--- src/hdl/hvl_pkg.sv ---
// Purpose: constants for the high-voltage channel fault and configuration register bank
// Assumes: 8-bit special-function-register bus, 16-bit byte addresses
// Notes: channel index 0..2 stands for channels 1..3
package hvl_pkg;
    // ----------------------------------------------------------------
    // register addresses
    // ----------------------------------------------------------------
    localparam logic [15:0] ADDR_CH1_FAULT = 16'hA046;
    localparam logic [15:0] ADDR_CH2_GENERAL = 16'hA048;
    localparam logic [15:0] ADDR_CH2_LED = 16'hA049;
    localparam logic [15:0] ADDR_CH2_FAULT = 16'hA04A;
    localparam logic [15:0] ADDR_CH3_GENERAL = 16'hA04C;
    localparam logic [15:0] ADDR_CH3_LED = 16'hA04D;
    localparam logic [15:0] ADDR_CH3_FAULT = 16'hA04E;

    // ----------------------------------------------------------------
    // fault register fields
    // ----------------------------------------------------------------
    localparam int NUM_CH = 3;
    localparam int FAULT_FILTER_BIT = 7;
    localparam int FAULT_IRQ_EN_BIT = 6;
    localparam int FAULT_OPEN_EN_BIT = 5;
    localparam int FAULT_SHORT_EN_BIT = 4;
    localparam int FAULT_OPEN_LIVE_BIT = 3;
    localparam int FAULT_SHORT_LIVE_BIT = 2;
    localparam int FAULT_OPEN_FLAG_BIT = 1;
    localparam int FAULT_SHORT_FLAG_BIT = 0;
    localparam logic [3:0] FAULT_CTRL_RESET = 4'h0;

    // ----------------------------------------------------------------
    // led configuration fields
    // ----------------------------------------------------------------
    localparam int LED_SINK_EN_BIT = 7;
    localparam int LED_THERM_BIAS_BIT = 5;
    localparam int LED_FS_MSB = 4;
    localparam int LED_FS_LSB = 0;
    localparam logic [7:0] CH2_LED_WMASK = 8'h9F;
    localparam logic [7:0] CH3_LED_WMASK = 8'hBF;

    // ----------------------------------------------------------------
    // reset values
    // ----------------------------------------------------------------
    localparam logic [7:0] GENERAL_RESET = 8'h00;
    localparam logic [7:0] LED_RESET = 8'h00;
    localparam logic [7:0] RDATA_RESET = 8'h00;
    localparam logic [3:0] FILT_CNT_RESET = 4'h0;

    // ----------------------------------------------------------------
    // filter state
    // ----------------------------------------------------------------
    typedef enum logic [1:0] {
        FLT_CLEAR = 2'b01,
        FLT_FAULT = 2'b10
    } hvl_filt_state_type;
endpackage
--- src/hdl/hvl_fault_filter.sv ---
// Purpose: up/down fault filter for one detector of one channel
// Assumes: i_sample pulses once per pwm period at its midpoint
// Notes: o_set pulses on each sample that leaves the filtered fault standing
`timescale 1ns/1ps
module hvl_fault_filter (
    // clock and reset
    input wire logic i_sys_clk,
    input wire logic i_rst_n,
    // control
    input wire logic i_sample,
    input wire logic i_raw,
    input wire logic i_detect_enable,
    input wire logic i_filter_enable,
    input wire logic [3:0] i_count,
    // result
    output logic o_live,
    output logic o_set
);
    hvl_pkg::hvl_filt_state_type state;
    hvl_pkg::hvl_filt_state_type next_state;
    logic [3:0] cnt;
    logic [3:0] next_cnt;

    // ----------------------------------------------------------------
    // next count and state
    // ----------------------------------------------------------------
    always_comb begin
        next_cnt = cnt;
        next_state = state;
        if (!i_detect_enable) begin
            next_cnt = hvl_pkg::FILT_CNT_RESET;
            next_state = hvl_pkg::FLT_CLEAR;
        end else if (i_sample) begin
            if (!i_filter_enable || i_count == 4'h0) begin
                next_cnt = hvl_pkg::FILT_CNT_RESET;
                next_state = i_raw ? hvl_pkg::FLT_FAULT : hvl_pkg::FLT_CLEAR;
            end else begin
                if (i_raw && cnt < i_count) begin
                    next_cnt = cnt + 4'h1;
                end else if (!i_raw && cnt != 4'h0) begin
                    next_cnt = cnt - 4'h1;
                end
                case (state)
                    hvl_pkg::FLT_CLEAR: begin
                        if (next_cnt >= i_count) begin
                            next_state = hvl_pkg::FLT_FAULT;
                        end
                    end
                    hvl_pkg::FLT_FAULT: begin
                        if (next_cnt == 4'h0) begin
                            next_state = hvl_pkg::FLT_CLEAR;
                        end
                    end
                    default: begin
                        next_state = hvl_pkg::FLT_CLEAR;
                    end
                endcase
            end
        end
    end

    // ----------------------------------------------------------------
    // registers
    // ----------------------------------------------------------------
    always_ff @(posedge i_sys_clk or negedge i_rst_n) begin
        if (!i_rst_n) begin
            state <= hvl_pkg::FLT_CLEAR;
            cnt <= hvl_pkg::FILT_CNT_RESET;
        end else begin
            state <= next_state;
            cnt <= next_cnt;
        end
    end

    always_ff @(posedge i_sys_clk or negedge i_rst_n) begin
        if (!i_rst_n) begin
            o_set <= 1'b0;
        end else begin
            o_set <= i_sample && i_detect_enable && (next_state == hvl_pkg::FLT_FAULT);
        end
    end

    assign o_live = (state == hvl_pkg::FLT_FAULT);

    // ----------------------------------------------------------------
    // checks
    // ----------------------------------------------------------------
    property p_filter_holds_off;
        @(posedge i_sys_clk) disable iff (!i_rst_n)
        (i_sample && i_detect_enable && i_filter_enable && i_count >= 4'h2 && cnt == 4'h0 && !o_live)
            |=> !o_live;
    endproperty
    a_filter_holds_off: assert property (p_filter_holds_off) else $error("filter asserted too early");
endmodule

--- src/hdl/hvl_fault_regs.sv ---
// Purpose: register bank for channel 2..3 pin function and led sink, and channel 1..3 fault status
// Assumes: registers reached over the 8-bit special-function-register port
// Notes: fault flags are sticky, cleared by writing zero to the flag bit
`timescale 1ns/1ps
module hvl_fault_regs (
    // clock and reset
    input wire logic i_sys_clk,
    input wire logic i_rst_n,
    // register port
    input wire logic [15:0] i_sfr_addr,
    input wire logic i_sfr_wr,
    input wire logic i_sfr_rd,
    input wire logic [7:0] i_sfr_wdata,
    output logic [7:0] o_sfr_rdata,
    // detectors and pwm timing
    input wire logic i_pwm_mid,
    input wire logic [2:0] i_open_detect,
    input wire logic [2:0] i_short_detect,
    input wire logic [3:0] i_open_filter_count,
    input wire logic [3:0] i_short_filter_count,
    // pin configuration
    output logic [7:0] o_ch2_general_config,
    output logic [7:0] o_ch2_led_config,
    output logic [7:0] o_ch3_general_config,
    output logic [7:0] o_ch3_led_config,
    // detector enables and interrupt causes
    output logic [2:0] o_open_detect_enable,
    output logic [2:0] o_short_detect_enable,
    output logic [2:0] o_fault_irq
);
    // ----------------------------------------------------------------
    // decode helpers
    // ----------------------------------------------------------------
    function automatic logic [15:0] fault_addr(input int ch);
        case (ch)
            0: fault_addr = hvl_pkg::ADDR_CH1_FAULT;
            1: fault_addr = hvl_pkg::ADDR_CH2_FAULT;
            default: fault_addr = hvl_pkg::ADDR_CH3_FAULT;
        endcase
    endfunction

    function automatic logic is_fault_addr(input logic [15:0] addr);
        is_fault_addr = (addr == hvl_pkg::ADDR_CH1_FAULT) || (addr == hvl_pkg::ADDR_CH2_FAULT)
            || (addr == hvl_pkg::ADDR_CH3_FAULT);
    endfunction

    // ----------------------------------------------------------------
    // storage
    // ----------------------------------------------------------------
    logic [7:0] ch2_general_config;
    logic [7:0] ch2_led_config;
    logic [7:0] ch3_general_config;
    logic [7:0] ch3_led_config;
    logic [3:0] fault_ctrl [3];
    logic [2:0] open_flag;
    logic [2:0] short_flag;
    logic [2:0] open_live;
    logic [2:0] short_live;
    logic [2:0] open_set;
    logic [2:0] short_set;
    logic [2:0] fault_wr;
    logic [2:0] filter_en;
    logic [2:0] irq_en;
    logic [2:0] open_en;
    logic [2:0] short_en;
    logic [7:0] fault_view [3];
    logic [7:0] next_rdata;

    // ----------------------------------------------------------------
    // pin configuration registers
    // ----------------------------------------------------------------
    always_ff @(posedge i_sys_clk or negedge i_rst_n) begin
        if (!i_rst_n) begin
            ch2_general_config <= hvl_pkg::GENERAL_RESET;
            ch3_general_config <= hvl_pkg::GENERAL_RESET;
        end else if (i_sfr_wr) begin
            if (i_sfr_addr == hvl_pkg::ADDR_CH2_GENERAL) begin
                ch2_general_config <= i_sfr_wdata;
            end
            if (i_sfr_addr == hvl_pkg::ADDR_CH3_GENERAL) begin
                ch3_general_config <= i_sfr_wdata;
            end
        end
    end

    always_ff @(posedge i_sys_clk or negedge i_rst_n) begin
        if (!i_rst_n) begin
            ch2_led_config <= hvl_pkg::LED_RESET;
            ch3_led_config <= hvl_pkg::LED_RESET;
        end else if (i_sfr_wr) begin
            if (i_sfr_addr == hvl_pkg::ADDR_CH2_LED) begin
                ch2_led_config <= i_sfr_wdata & hvl_pkg::CH2_LED_WMASK;
            end
            if (i_sfr_addr == hvl_pkg::ADDR_CH3_LED) begin
                ch3_led_config <= i_sfr_wdata & hvl_pkg::CH3_LED_WMASK;
            end
        end
    end

    assign o_ch2_general_config = ch2_general_config;
    assign o_ch2_led_config = ch2_led_config;
    assign o_ch3_general_config = ch3_general_config;
    assign o_ch3_led_config = ch3_led_config;

    // ----------------------------------------------------------------
    // per-channel fault logic
    // ----------------------------------------------------------------
    genvar c;
    generate
        for (c = 0; c < hvl_pkg::NUM_CH; c++) begin : g_ch
            assign fault_wr[c] = i_sfr_wr && (i_sfr_addr == fault_addr(c));
            assign filter_en[c] = fault_ctrl[c][3];
            assign irq_en[c] = fault_ctrl[c][2];
            assign open_en[c] = fault_ctrl[c][1];
            assign short_en[c] = fault_ctrl[c][0];

            // control bits 7..4, live bits never written
            always_ff @(posedge i_sys_clk or negedge i_rst_n) begin
                if (!i_rst_n) begin
                    fault_ctrl[c] <= hvl_pkg::FAULT_CTRL_RESET;
                end else if (fault_wr[c]) begin
                    fault_ctrl[c] <= i_sfr_wdata[hvl_pkg::FAULT_FILTER_BIT:hvl_pkg::FAULT_SHORT_EN_BIT];
                end
            end

            hvl_fault_filter u_open_filter (
                .i_sys_clk(i_sys_clk),
                .i_rst_n(i_rst_n),
                .i_sample(i_pwm_mid),
                .i_raw(i_open_detect[c]),
                .i_detect_enable(open_en[c]),
                .i_filter_enable(filter_en[c]),
                .i_count(i_open_filter_count),
                .o_live(open_live[c]),
                .o_set(open_set[c])
            );

            hvl_fault_filter u_short_filter (
                .i_sys_clk(i_sys_clk),
                .i_rst_n(i_rst_n),
                .i_sample(i_pwm_mid),
                .i_raw(i_short_detect[c]),
                .i_detect_enable(short_en[c]),
                .i_filter_enable(filter_en[c]),
                .i_count(i_short_filter_count),
                .o_live(short_live[c]),
                .o_set(short_set[c])
            );

            // sticky flags, set wins over software clear
            always_ff @(posedge i_sys_clk or negedge i_rst_n) begin
                if (!i_rst_n) begin
                    open_flag[c] <= 1'b0;
                end else if (open_set[c]) begin
                    open_flag[c] <= 1'b1;
                end else if (fault_wr[c] && !i_sfr_wdata[hvl_pkg::FAULT_OPEN_FLAG_BIT]) begin
                    open_flag[c] <= 1'b0;
                end
            end

            always_ff @(posedge i_sys_clk or negedge i_rst_n) begin
                if (!i_rst_n) begin
                    short_flag[c] <= 1'b0;
                end else if (short_set[c]) begin
                    short_flag[c] <= 1'b1;
                end else if (fault_wr[c] && !i_sfr_wdata[hvl_pkg::FAULT_SHORT_FLAG_BIT]) begin
                    short_flag[c] <= 1'b0;
                end
            end

            // interrupt cause only while enabled
            always_ff @(posedge i_sys_clk or negedge i_rst_n) begin
                if (!i_rst_n) begin
                    o_fault_irq[c] <= 1'b0;
                end else begin
                    o_fault_irq[c] <= irq_en[c] && (open_flag[c] || short_flag[c]);
                end
            end

            assign fault_view[c] = {fault_ctrl[c], open_live[c], short_live[c], open_flag[c], short_flag[c]};

            // checks
            property p_open_off;
                @(posedge i_sys_clk) disable iff (!i_rst_n)
                !open_en[c] ##1 !open_en[c] |-> !open_live[c];
            endproperty
            a_open_off: assert property (p_open_off) else $error("open status while detect off");

            property p_short_off;
                @(posedge i_sys_clk) disable iff (!i_rst_n)
                !short_en[c] ##1 !short_en[c] |-> !short_live[c];
            endproperty
            a_short_off: assert property (p_short_off) else $error("short status while detect off");

            property p_live_at_mid;
                @(posedge i_sys_clk) disable iff (!i_rst_n)
                !$past(i_pwm_mid) && $past(open_en[c]) && open_en[c] |-> $stable(open_live[c]);
            endproperty
            a_live_at_mid: assert property (p_live_at_mid) else $error("open status moved off mid");

            property p_short_irq;
                @(posedge i_sys_clk) disable iff (!i_rst_n)
                short_set[c] && irq_en[c] && !fault_wr[c] |=> short_flag[c] ##1 o_fault_irq[c];
            endproperty
            a_short_irq: assert property (p_short_irq) else $error("short fault raised no irq");

            property p_short_latch_quiet;
                @(posedge i_sys_clk) disable iff (!i_rst_n)
                short_set[c] && !irq_en[c] && !fault_wr[c] |=> short_flag[c] ##1 !o_fault_irq[c];
            endproperty
            a_short_latch_quiet: assert property (p_short_latch_quiet) else $error("short latch wrong");

            property p_short_sticky;
                @(posedge i_sys_clk) disable iff (!i_rst_n)
                short_flag[c] && !fault_wr[c] |=> short_flag[c];
            endproperty
            a_short_sticky: assert property (p_short_sticky) else $error("short flag dropped");

            property p_open_set;
                @(posedge i_sys_clk) disable iff (!i_rst_n)
                open_set[c] |=> open_flag[c];
            endproperty
            a_open_set: assert property (p_open_set) else $error("open flag not set");

            property p_open_sticky;
                @(posedge i_sys_clk) disable iff (!i_rst_n)
                open_flag[c] && !fault_wr[c] |=> open_flag[c];
            endproperty
            a_open_sticky: assert property (p_open_sticky) else $error("open flag dropped");

            property p_clear_by_zero;
                @(posedge i_sys_clk) disable iff (!i_rst_n)
                fault_wr[c] && !i_sfr_wdata[hvl_pkg::FAULT_OPEN_FLAG_BIT] && !open_set[c] |=> !open_flag[c];
            endproperty
            a_clear_by_zero: assert property (p_clear_by_zero) else $error("open flag not cleared");

            property p_short_at_mid;
                @(posedge i_sys_clk) disable iff (!i_rst_n)
                !$past(i_pwm_mid) && $past(short_en[c]) && short_en[c] |-> $stable(short_live[c]);
            endproperty
            a_short_at_mid: assert property (p_short_at_mid) else $error("short status moved off mid");

            property p_short_set;
                @(posedge i_sys_clk) disable iff (!i_rst_n)
                short_set[c] |=> short_flag[c];
            endproperty
            a_short_set: assert property (p_short_set) else $error("short flag not set");

            property p_short_clear;
                @(posedge i_sys_clk) disable iff (!i_rst_n)
                fault_wr[c] && !i_sfr_wdata[hvl_pkg::FAULT_SHORT_FLAG_BIT] && !short_set[c] |=> !short_flag[c];
            endproperty
            a_short_clear: assert property (p_short_clear) else $error("short flag not cleared");

            property p_open_irq;
                @(posedge i_sys_clk) disable iff (!i_rst_n)
                open_set[c] && irq_en[c] && !fault_wr[c] |=> open_flag[c] ##1 o_fault_irq[c];
            endproperty
            a_open_irq: assert property (p_open_irq) else $error("open fault raised no irq");

            property p_open_quiet;
                @(posedge i_sys_clk) disable iff (!i_rst_n)
                open_set[c] && !irq_en[c] && !fault_wr[c] |=> open_flag[c] ##1 !o_fault_irq[c];
            endproperty
            a_open_quiet: assert property (p_open_quiet) else $error("open latch wrong");

            property p_ctrl_write;
                @(posedge i_sys_clk) disable iff (!i_rst_n)
                fault_wr[c] |=> fault_ctrl[c] == $past(i_sfr_wdata[hvl_pkg::FAULT_FILTER_BIT:hvl_pkg::FAULT_SHORT_EN_BIT]);
            endproperty
            a_ctrl_write: assert property (p_ctrl_write) else $error("fault control write wrong");

            c_open_flag: cover property (@(posedge i_sys_clk) disable iff (!i_rst_n) open_set[c] && irq_en[c]);
            c_short_flag: cover property (@(posedge i_sys_clk) disable iff (!i_rst_n) short_set[c]);
        end
    endgenerate

    assign o_open_detect_enable = open_en;
    assign o_short_detect_enable = short_en;

    // ----------------------------------------------------------------
    // read path
    // ----------------------------------------------------------------
    always_comb begin
        next_rdata = hvl_pkg::RDATA_RESET;
        case (i_sfr_addr)
            hvl_pkg::ADDR_CH1_FAULT: next_rdata = fault_view[0];
            hvl_pkg::ADDR_CH2_FAULT: next_rdata = fault_view[1];
            hvl_pkg::ADDR_CH3_FAULT: next_rdata = fault_view[2];
            hvl_pkg::ADDR_CH2_GENERAL: next_rdata = ch2_general_config;
            hvl_pkg::ADDR_CH2_LED: next_rdata = ch2_led_config;
            hvl_pkg::ADDR_CH3_GENERAL: next_rdata = ch3_general_config;
            hvl_pkg::ADDR_CH3_LED: next_rdata = ch3_led_config;
            default: next_rdata = hvl_pkg::RDATA_RESET;
        endcase
    end

    always_ff @(posedge i_sys_clk or negedge i_rst_n) begin
        if (!i_rst_n) begin
            o_sfr_rdata <= hvl_pkg::RDATA_RESET;
        end else if (i_sfr_rd) begin
            o_sfr_rdata <= next_rdata;
        end
    end

    // ----------------------------------------------------------------
    // bank-level checks
    // ----------------------------------------------------------------
    property p_led_mask;
        @(posedge i_sys_clk) disable iff (!i_rst_n)
        i_sfr_wr && i_sfr_addr == hvl_pkg::ADDR_CH2_LED
            |=> o_ch2_led_config == ($past(i_sfr_wdata) & hvl_pkg::CH2_LED_WMASK);
    endproperty
    a_led_mask: assert property (p_led_mask) else $error("led config write wrong");

    property p_fault_read;
        @(posedge i_sys_clk) disable iff (!i_rst_n)
        i_sfr_rd && is_fault_addr(i_sfr_addr) && i_sfr_addr == hvl_pkg::ADDR_CH2_FAULT
            |=> o_sfr_rdata[hvl_pkg::FAULT_OPEN_LIVE_BIT] == $past(open_live[1]);
    endproperty
    a_fault_read: assert property (p_fault_read) else $error("live status read wrong");

    property p_led3_mask;
        @(posedge i_sys_clk) disable iff (!i_rst_n)
        i_sfr_wr && i_sfr_addr == hvl_pkg::ADDR_CH3_LED
            |=> o_ch3_led_config == ($past(i_sfr_wdata) & hvl_pkg::CH3_LED_WMASK);
    endproperty
    a_led3_mask: assert property (p_led3_mask) else $error("ch3 led config write wrong");

    property p_general_write;
        @(posedge i_sys_clk) disable iff (!i_rst_n)
        i_sfr_wr && i_sfr_addr == hvl_pkg::ADDR_CH2_GENERAL |=> o_ch2_general_config == $past(i_sfr_wdata);
    endproperty
    a_general_write: assert property (p_general_write) else $error("ch2 general config write wrong");

    c_clear_race: cover property (@(posedge i_sys_clk) disable iff (!i_rst_n) open_set[0] && fault_wr[0]);
    c_therm_on: cover property (@(posedge i_sys_clk) disable iff (!i_rst_n)
        o_ch3_led_config[hvl_pkg::LED_THERM_BIAS_BIT]);
endmodule

--- config.mk ---
export PLATFORM = sky130hd
export DESIGN_NAME = hvl_fault_regs
export DESIGN_NICKNAME = d
export VERILOG_FILES = /design/src/hdl/hvl_pkg.sv /design/src/hdl/hvl_fault_filter.sv /design/src/hdl/hvl_fault_regs.sv
export SDC_FILE = /design/constraint.sdc
export NUM_CORES = 1
export LEC_CHECK = 0
export BUFFER_PORTS_ARGS = -buffer_cell sky130_fd_sc_hd__buf_2
export CORE_MARGIN = 2
export CORE_UTILIZATION = 30
export CTS_CLUSTER_SIZE = 8
export DETAILED_ROUTE_END_ITERATION = 12
export HOLD_SLACK_MARGIN = 0.12
export REMOVE_ABC_BUFFERS = 1
export SLEW_MARGIN = 20
export SYNTH_ARGS = -nofsm -noshare
export SYNTH_HDL_FRONTEND = slang
export SYNTH_HIERARCHICAL = 1
export SYNTH_SLANG_ARGS = --single-unit
--- constraint.sdc ---
create_clock -name i_sys_clk -period 2.9 [get_ports i_sys_clk]
set_input_delay 0.29 -clock i_sys_clk [delete_from_list [all_inputs] [get_ports i_sys_clk]]
set_output_delay 0.29 -clock i_sys_clk [all_outputs]
set_load 0.02 [all_outputs]
# --- After elaboration in Yosys (flattened, before gate mapping) ---
# Index checks and enable logic that the tools add are counted.
totals:
  in_bits: 43
  regBits: 100
  out_inout_bits: 49
classes:
  eq_ne: 31
  addsub: 12
  n_reduce_logical: 80
  n_lt_le_gt_ge: 12
  muxes: 103
op_table:
  columns: ["op", "count"]
  rows:
  - ["$mux 4", 48]
  - ["$eq 16x16->1 const B", 7]
  - ["$mux 2", 36]
  - ["$pmux 8 s7", 1]
  - ["$logic_and 1x1->1", 36]
  - ["$logic_not 4->1", 8]
  - ["$add 4x1->4 const B", 6]
  - ["$eq 2x2->1 const B", 12]
  - ["$ge 4x4->1", 6]
  - ["$lt 4x4->1", 6]
  - ["$pmux 2 s2", 6]
  - ["$reduce_bool 4->1", 6]
  - ["$sub 4x1->4 const B", 6]
  - ["$eq 2x1->1 const B", 6]
  - ["$mux 1", 12]
  - ["$ne 2x2->1 const B", 6]
  - ["$reduce_bool 2->1", 6]
  - ["$logic_not 1->1", 11]
  - ["$logic_or 1x1->1", 9]
  - ["$reduce_and 2->1", 4]

# --- Logic depth before layout (Yosys ltp) ---
depth:
  word_depth: 15
  depth_mapped: 14

# --- Cells and area by module ---
# The synthesis kept the hierarchy.
modules_own_cells:
  columns: ["mod", "instances", "area_each_um2", "cells_per_inst"]
  rows:
  - ["hvl_fault_filter at g_ch[0].u_short_filter ...", 5, 932.1, 106]
  - ["hvl_fault_regs", 1, 2884.0, 233]
  - ["hvl_fault_filter at g_ch[0].u_open_filter", 1, 924.6, 115]

# --- Least setup slack after synthesis ---
# Ideal clock, no wire load.
synth_path:
  kind: "register to register"
  startpoint: "register g_ch[2].u_open_filter.cnt[1]"
  endpoint: "register g_ch[2].u_open_filter.o_set"
  setup_slack_ns: 0.040
  path_stages_with_launch: 13
  t_arrival_ns: 2.774
  setup_ns: 0.087
  synth_period_minus_slack_ns: 2.860
  cell_sequence: "dfrtp_1 > ha_1 > o211ai_1 > o211a_1 > buf_6 > a21o_2 > and2_1 > ha_1 > o211ai_1 > o211a_1 > nor4_1 > a32oi_1 > a211oi_2"
synth_via:
  elab_chain_len: 15
  elab_cells_between_ends: 21
synth_lines:
  columns: ["element", "line", "source"]
  rows:
  - ["start: declaration", "hvl_fault_filter.sv:21", "logic [3:0] cnt;"]
  - ["start signal: assignment", "hvl_fault_filter.sv:68", "cnt <= hvl_pkg::FILT_CNT_RESET;"]
  - ["start signal: assignment", "hvl_fault_filter.sv:71", "cnt <= next_cnt;"]
  - ["parallel branches: the longest is 3 deep, another holds $sub 4x1->4", null, null]
  - ["$mux 4 (*)", "hvl_fault_filter.sv:38", "if (i_raw && cnt < i_count) begin"]
  - ["$mux 4 (*)", "hvl_fault_filter.sv:34", "if (!i_filter_enable || i_count == 4'h0) begin"]
  - ["$mux 4 (*)", "hvl_fault_filter.sv:33", "end else if (i_sample) begin"]
  - ["$mux 4 (*)", "hvl_fault_filter.sv:30", "if (!i_detect_enable) begin"]
  - ["$ge 4x4->1 or $logic_not 4->1 (tied branches)", "hvl_fault_filter.sv:45, hvl_fault_filter.sv:50", null]
  - ["$mux 2 (on tied branches)", "hvl_fault_filter.sv:45, hvl_fault_filter.sv:50", null]
  - ["$pmux 2 s2 (*)", "hvl_fault_filter.sv:43", "case (state)"]
  - ["$mux 2 (*)", "hvl_fault_filter.sv:34", null]
  - ["$mux 2 (*)", "hvl_fault_filter.sv:33", null]
  - ["$mux 2 (*)", "hvl_fault_filter.sv:30", null]
  - ["$eq 2x2->1 (*)", "hvl_fault_filter.sv:79", "o_set <= i_sample && i_detect_enable && (next_state == hvl_pkg::FLT_FAULT);"]
  - ["$logic_and 1x1->1 (*)", "hvl_fault_filter.sv:79", null]
  - ["end signal: assignment", "hvl_fault_filter.sv:79", null]
  - ["end: declaration", "hvl_fault_filter.sv:17", "output logic o_set"]
# Every way passes the cells marked *. The select of a mux whose other input is x is not followed.
# A chain may end at the register's enable or synchronous reset.

# --- Worst setup path after layout ---
layout_path:
  startpoint: "register g_ch[2].u_open_filter.cnt[2]"
  endpoint: "register g_ch[2].u_open_filter.o_set"
# Same word-level chain as after synthesis.

==> summary.txt <==
CTS
  – Max clock buf depth: 2
  – Clk_lat worst skew: 0.36 ns
  – Clock root buffer master: clkbuf_16
  – Clk sinks: 100
  – Clock slew at reported path FFs: 0.07 ns
  – H-tree depth reported by CTS: 3
  – TritonCTS Buffers: 9
  – CTS tree: built

Routing
  – Remaining antenna violation count after routing: 0
  – Vias: 7720
  – Wire length per cell: 16.9 um
  – Iter 0 DRT Violations: 448
  – Vias per inst: 5.37
  – Post-Route WL: 24.4 mm
  – Post-route DRC: 0
  – 1st-pass router iterations: 5

Worst setup path
  – Crit path capture type: flip-flop
  – Crit-path max FO: 6
  – Setup crit start kind: flip-flop
  – Worst EP required: 3.16 ns
  – Crit path DAT: 3.21 ns
  – Kind of critical path: reg2reg
  – R2r setup slk: -0.04 ns

GRT
  – Top Usage Layer GRT: met2
  – Grt met3 use: 2.52%
  – GRT Overall Usage: 15.8%
  – M1 GR Usage: 20.6%
  – Met2 Track Usage GR: 27.9%
  – Vias in the first global route: 7367
  – Congestion Overflow GR: 0
  – Global-route wire length before repair: 37.7 mm
  – Pin count of the biggest net entering global routing: 76
  – Initial antenna violation count: 1

STA
  – Peak Freq: 340 MHz
  – Fin. Hold Viols: 0
  – Final Max Slew Viols: 0
  – Skew final: 0.0142 ns
  – Max_slew headroom: 56.7%
  – RSZ-0062 raised after global routing: true
  – Final worst slack: -0.0422 ns
  – Final setup viols: 2
  – Final worst path period share: 101%
  – Fin crit period: 2.94 ns
  – Slew @ Worst Pin: 0.650 ns

Floorplan
  – CORE AREA: 0.0278 mm^2
  – Die Area: 0.0296 mm^2
  – FP Rows: 61
  – I/O pin count: 92
  – Initial core utilization: 30.5%
  – Die width: 172 um
  – Die Ht: 172 um

Yosys
  – Ys async rst share: 100%
  – Post-synthesis cell count: 878
  – Syn Std Cell Area: 0.00847 mm^2
  – Area leader, netlist: dfrtp_1
  – Ys Warns: 6
  – Top cells by area, synth: dfrtp_1 (28%), ha_1 (9.8%), mux2_2 (6.0%), inv_1 (2.5%), nand2_1 (2.3%)
  – Synth cell count leaders: dfrtp_1 (94), ha_1 (66), inv_1 (57), nand2_1 (51), mux2_2 (45)
  – Synth Register Bits: 100
  – Synthesized area per cell: 9.65 um^2
  – Register area share after synthesis: 29.6%
  – Ys flop type: dfrtp_1
  – Top-count cell post-synth: dfrtp_1
  – EDFF count, synth: 0
  – Synth top area share: 27.8%
  – Distinct cell type count after synthesis: 80

Placement
  – IO buf count: 88
  – Detailed placement HPWL: 17.8 mm
  – Final Wtd Congestion: 0.859
  – Dpl cells: 1411
  – Place WS: -0.205 ns

Cells and area
  – Area grow syn2layout: 27.7%
  – Non-filler instance count after layout: 1438
  – Nets: 1163
  – Share of layout cells above drive strength 1: 36.9%

Pwr
  – PD cells: 283 mW/mm^2
  – Leakage: 4.85 nW
  – Final Power: 3.06 mW
  – Maximum VDD drop: 266 uV

Outcome
  – Failing checks: setup timing
  – Outcome: finished with violations

Flow run
  – Max Cap Viol: 0

Hold path
  – Worst Hold Class: in2reg
## placed cells by master, fill, tap and decap left out, types with 11 or more instances in the layout
cell type  netlist  layout
buf_4           10     104
dfrtp_1         94      91
buf_2            4      87
inv_1           57      57
ha_1            66      54
nand2_1         51      51
mux2_2          45      45
nor2_1          40      37
a21oi_1         32      30
nand2b_1        21      21
a21boi_1        21      21
nand3_1         19      18
nor2b_1         18      17
o211ai_1        17      17
a21o_1          16      16
a211oi_2        10      16
xnor2_1         16      15
o22ai_1         13      13
nor3b_2          3      13
mux2i_1         14      12
o21ai_0         13      12
nor3_1          12      11
nor3b_1         22      11
o211a_1         11      11
## critical path: stages (launching register included)
cell and delay [ns]:
dfrtp_1 0.42, ha_1 0.29, o211ai_1 0.08, o211a_1 0.28, buf_6 0.16, o21ai_2 0.12
o31ai_2 0.09, ha_2 0.31, o211ai_1 0.11, o211a_1 0.30, nor4_4 0.35, a32oi_2 0.18
a211oi_2 0.17
## report_power, final
part	total, mW	internal (mW)	switching (mW)
Sequential	1.39	1.39	0.000507
Clock	1.25	0.673	0.576
Combinational	0.414	0.170	0.244
## routing by layer
layer	share of wire [%]	vias to the layer above
li1	-	3714
met4	0.97	0
met5	0	-
met3	3.4	22
met2	50	146
met1	46	3838
## per-stage QoR
stage | hold WS (ns) | utilization, % | cell area, um^2 | TNS, ns
global route | 0.202 | 38.9 | 10800 | -0.870
CTS | 0.196 | 36.9 | 10300 | -0.0460
detailed placement | 0.362 | 35.7 | 9920 | -0.599
finish | 0.206 | 38.9 | 10800 | -0.0426
floorplan | -0.00559 | - | 8190 | -0.0141
global placement | 0.354 | 35.7 | 9920 | -0.297
## state kept, by name (all words and copies together), names as in the netlist
name	flops
g_ch.u_short_filter/o_set	3
g_ch.u_open_filter/cnt	12
o_ch2_led_config	6
fault_view	6
o_short_detect_enable	3
o_open_detect_enable	3
o_ch2_general_config	8
o_ch3_general_config	8
g_ch.u_short_filter/cnt	12
g_ch.u_open_filter/state	6
o_sfr_rdata	8
fault_ctrl	6
g_ch.u_open_filter/o_set	3
o_ch3_led_config	7
g_ch.u_short_filter/state	6
o_fault_irq	3
## final cells by class
class | instances | area [um^2]
repair buffers | 203 | 1370
clock buffers | 9 | 225
flip-flops and latches | 100 | 2510
well taps | 378 | 473
multi-input cells | 683 | 5940
inverters | 57 | 214
fillers | 2795 | 17000
diodes | 1 | 2.50
clock inverters | 7 | 72.6
## final timing paths
| kind | from | cells after the start | endpoint |
|---|---|---|---|
| worst max-delay path | g_ch[2].u_open_filter/cnt[2]$_DFFE_PN0P_ | 12 | g_ch[2].u_open_filter/o_set$_DFF_PN0_ |
| worst min-delay path | i_sfr_wdata[3] | 2 | o_ch3_general_config[3]$_DFFE_PN0P_ |
| worst max register to register | g_ch[2].u_open_filter/cnt[2]$_DFFE_PN0P_ | 12 | g_ch[2].u_open_filter/o_set$_DFF_PN0_ |
| worst min register to register | g_ch[2].u_open_filter/o_set$_DFF_PN0_ | 1 | fault_view[1]$_DFFE_PN0P_ |
| max in group asynchronous | i_rst_n | 3 | g_ch[2].u_short_filter/state[0]$_DFF_PN1_ |
| min in group asynchronous | i_rst_n | 2 | g_ch[0].u_open_filter/cnt[1]$_DFFE_PN0P_ |
## logic make-up after synthesis
group,after synthesis,synth area share (%)
flops,100,29.6
fa+ha+maj,66,9.75
xor+xnor,16,1.65
buf+inv,97,5.87
simple gates,269,19.2
mux,63,8.35
other cells,1,0.0443
compound gates,266,25.5
## what timing repair did
item	4_1_cts	5_1_grt
endpoints found under the hold margin	43	0
hold buffers	1	0
setup endpoints to repair	4	16
gates resized for setup	4	90
setup buffers	0	9
pin swaps	0	60
cloned	0	0
(Power assumes the default switching activity.)
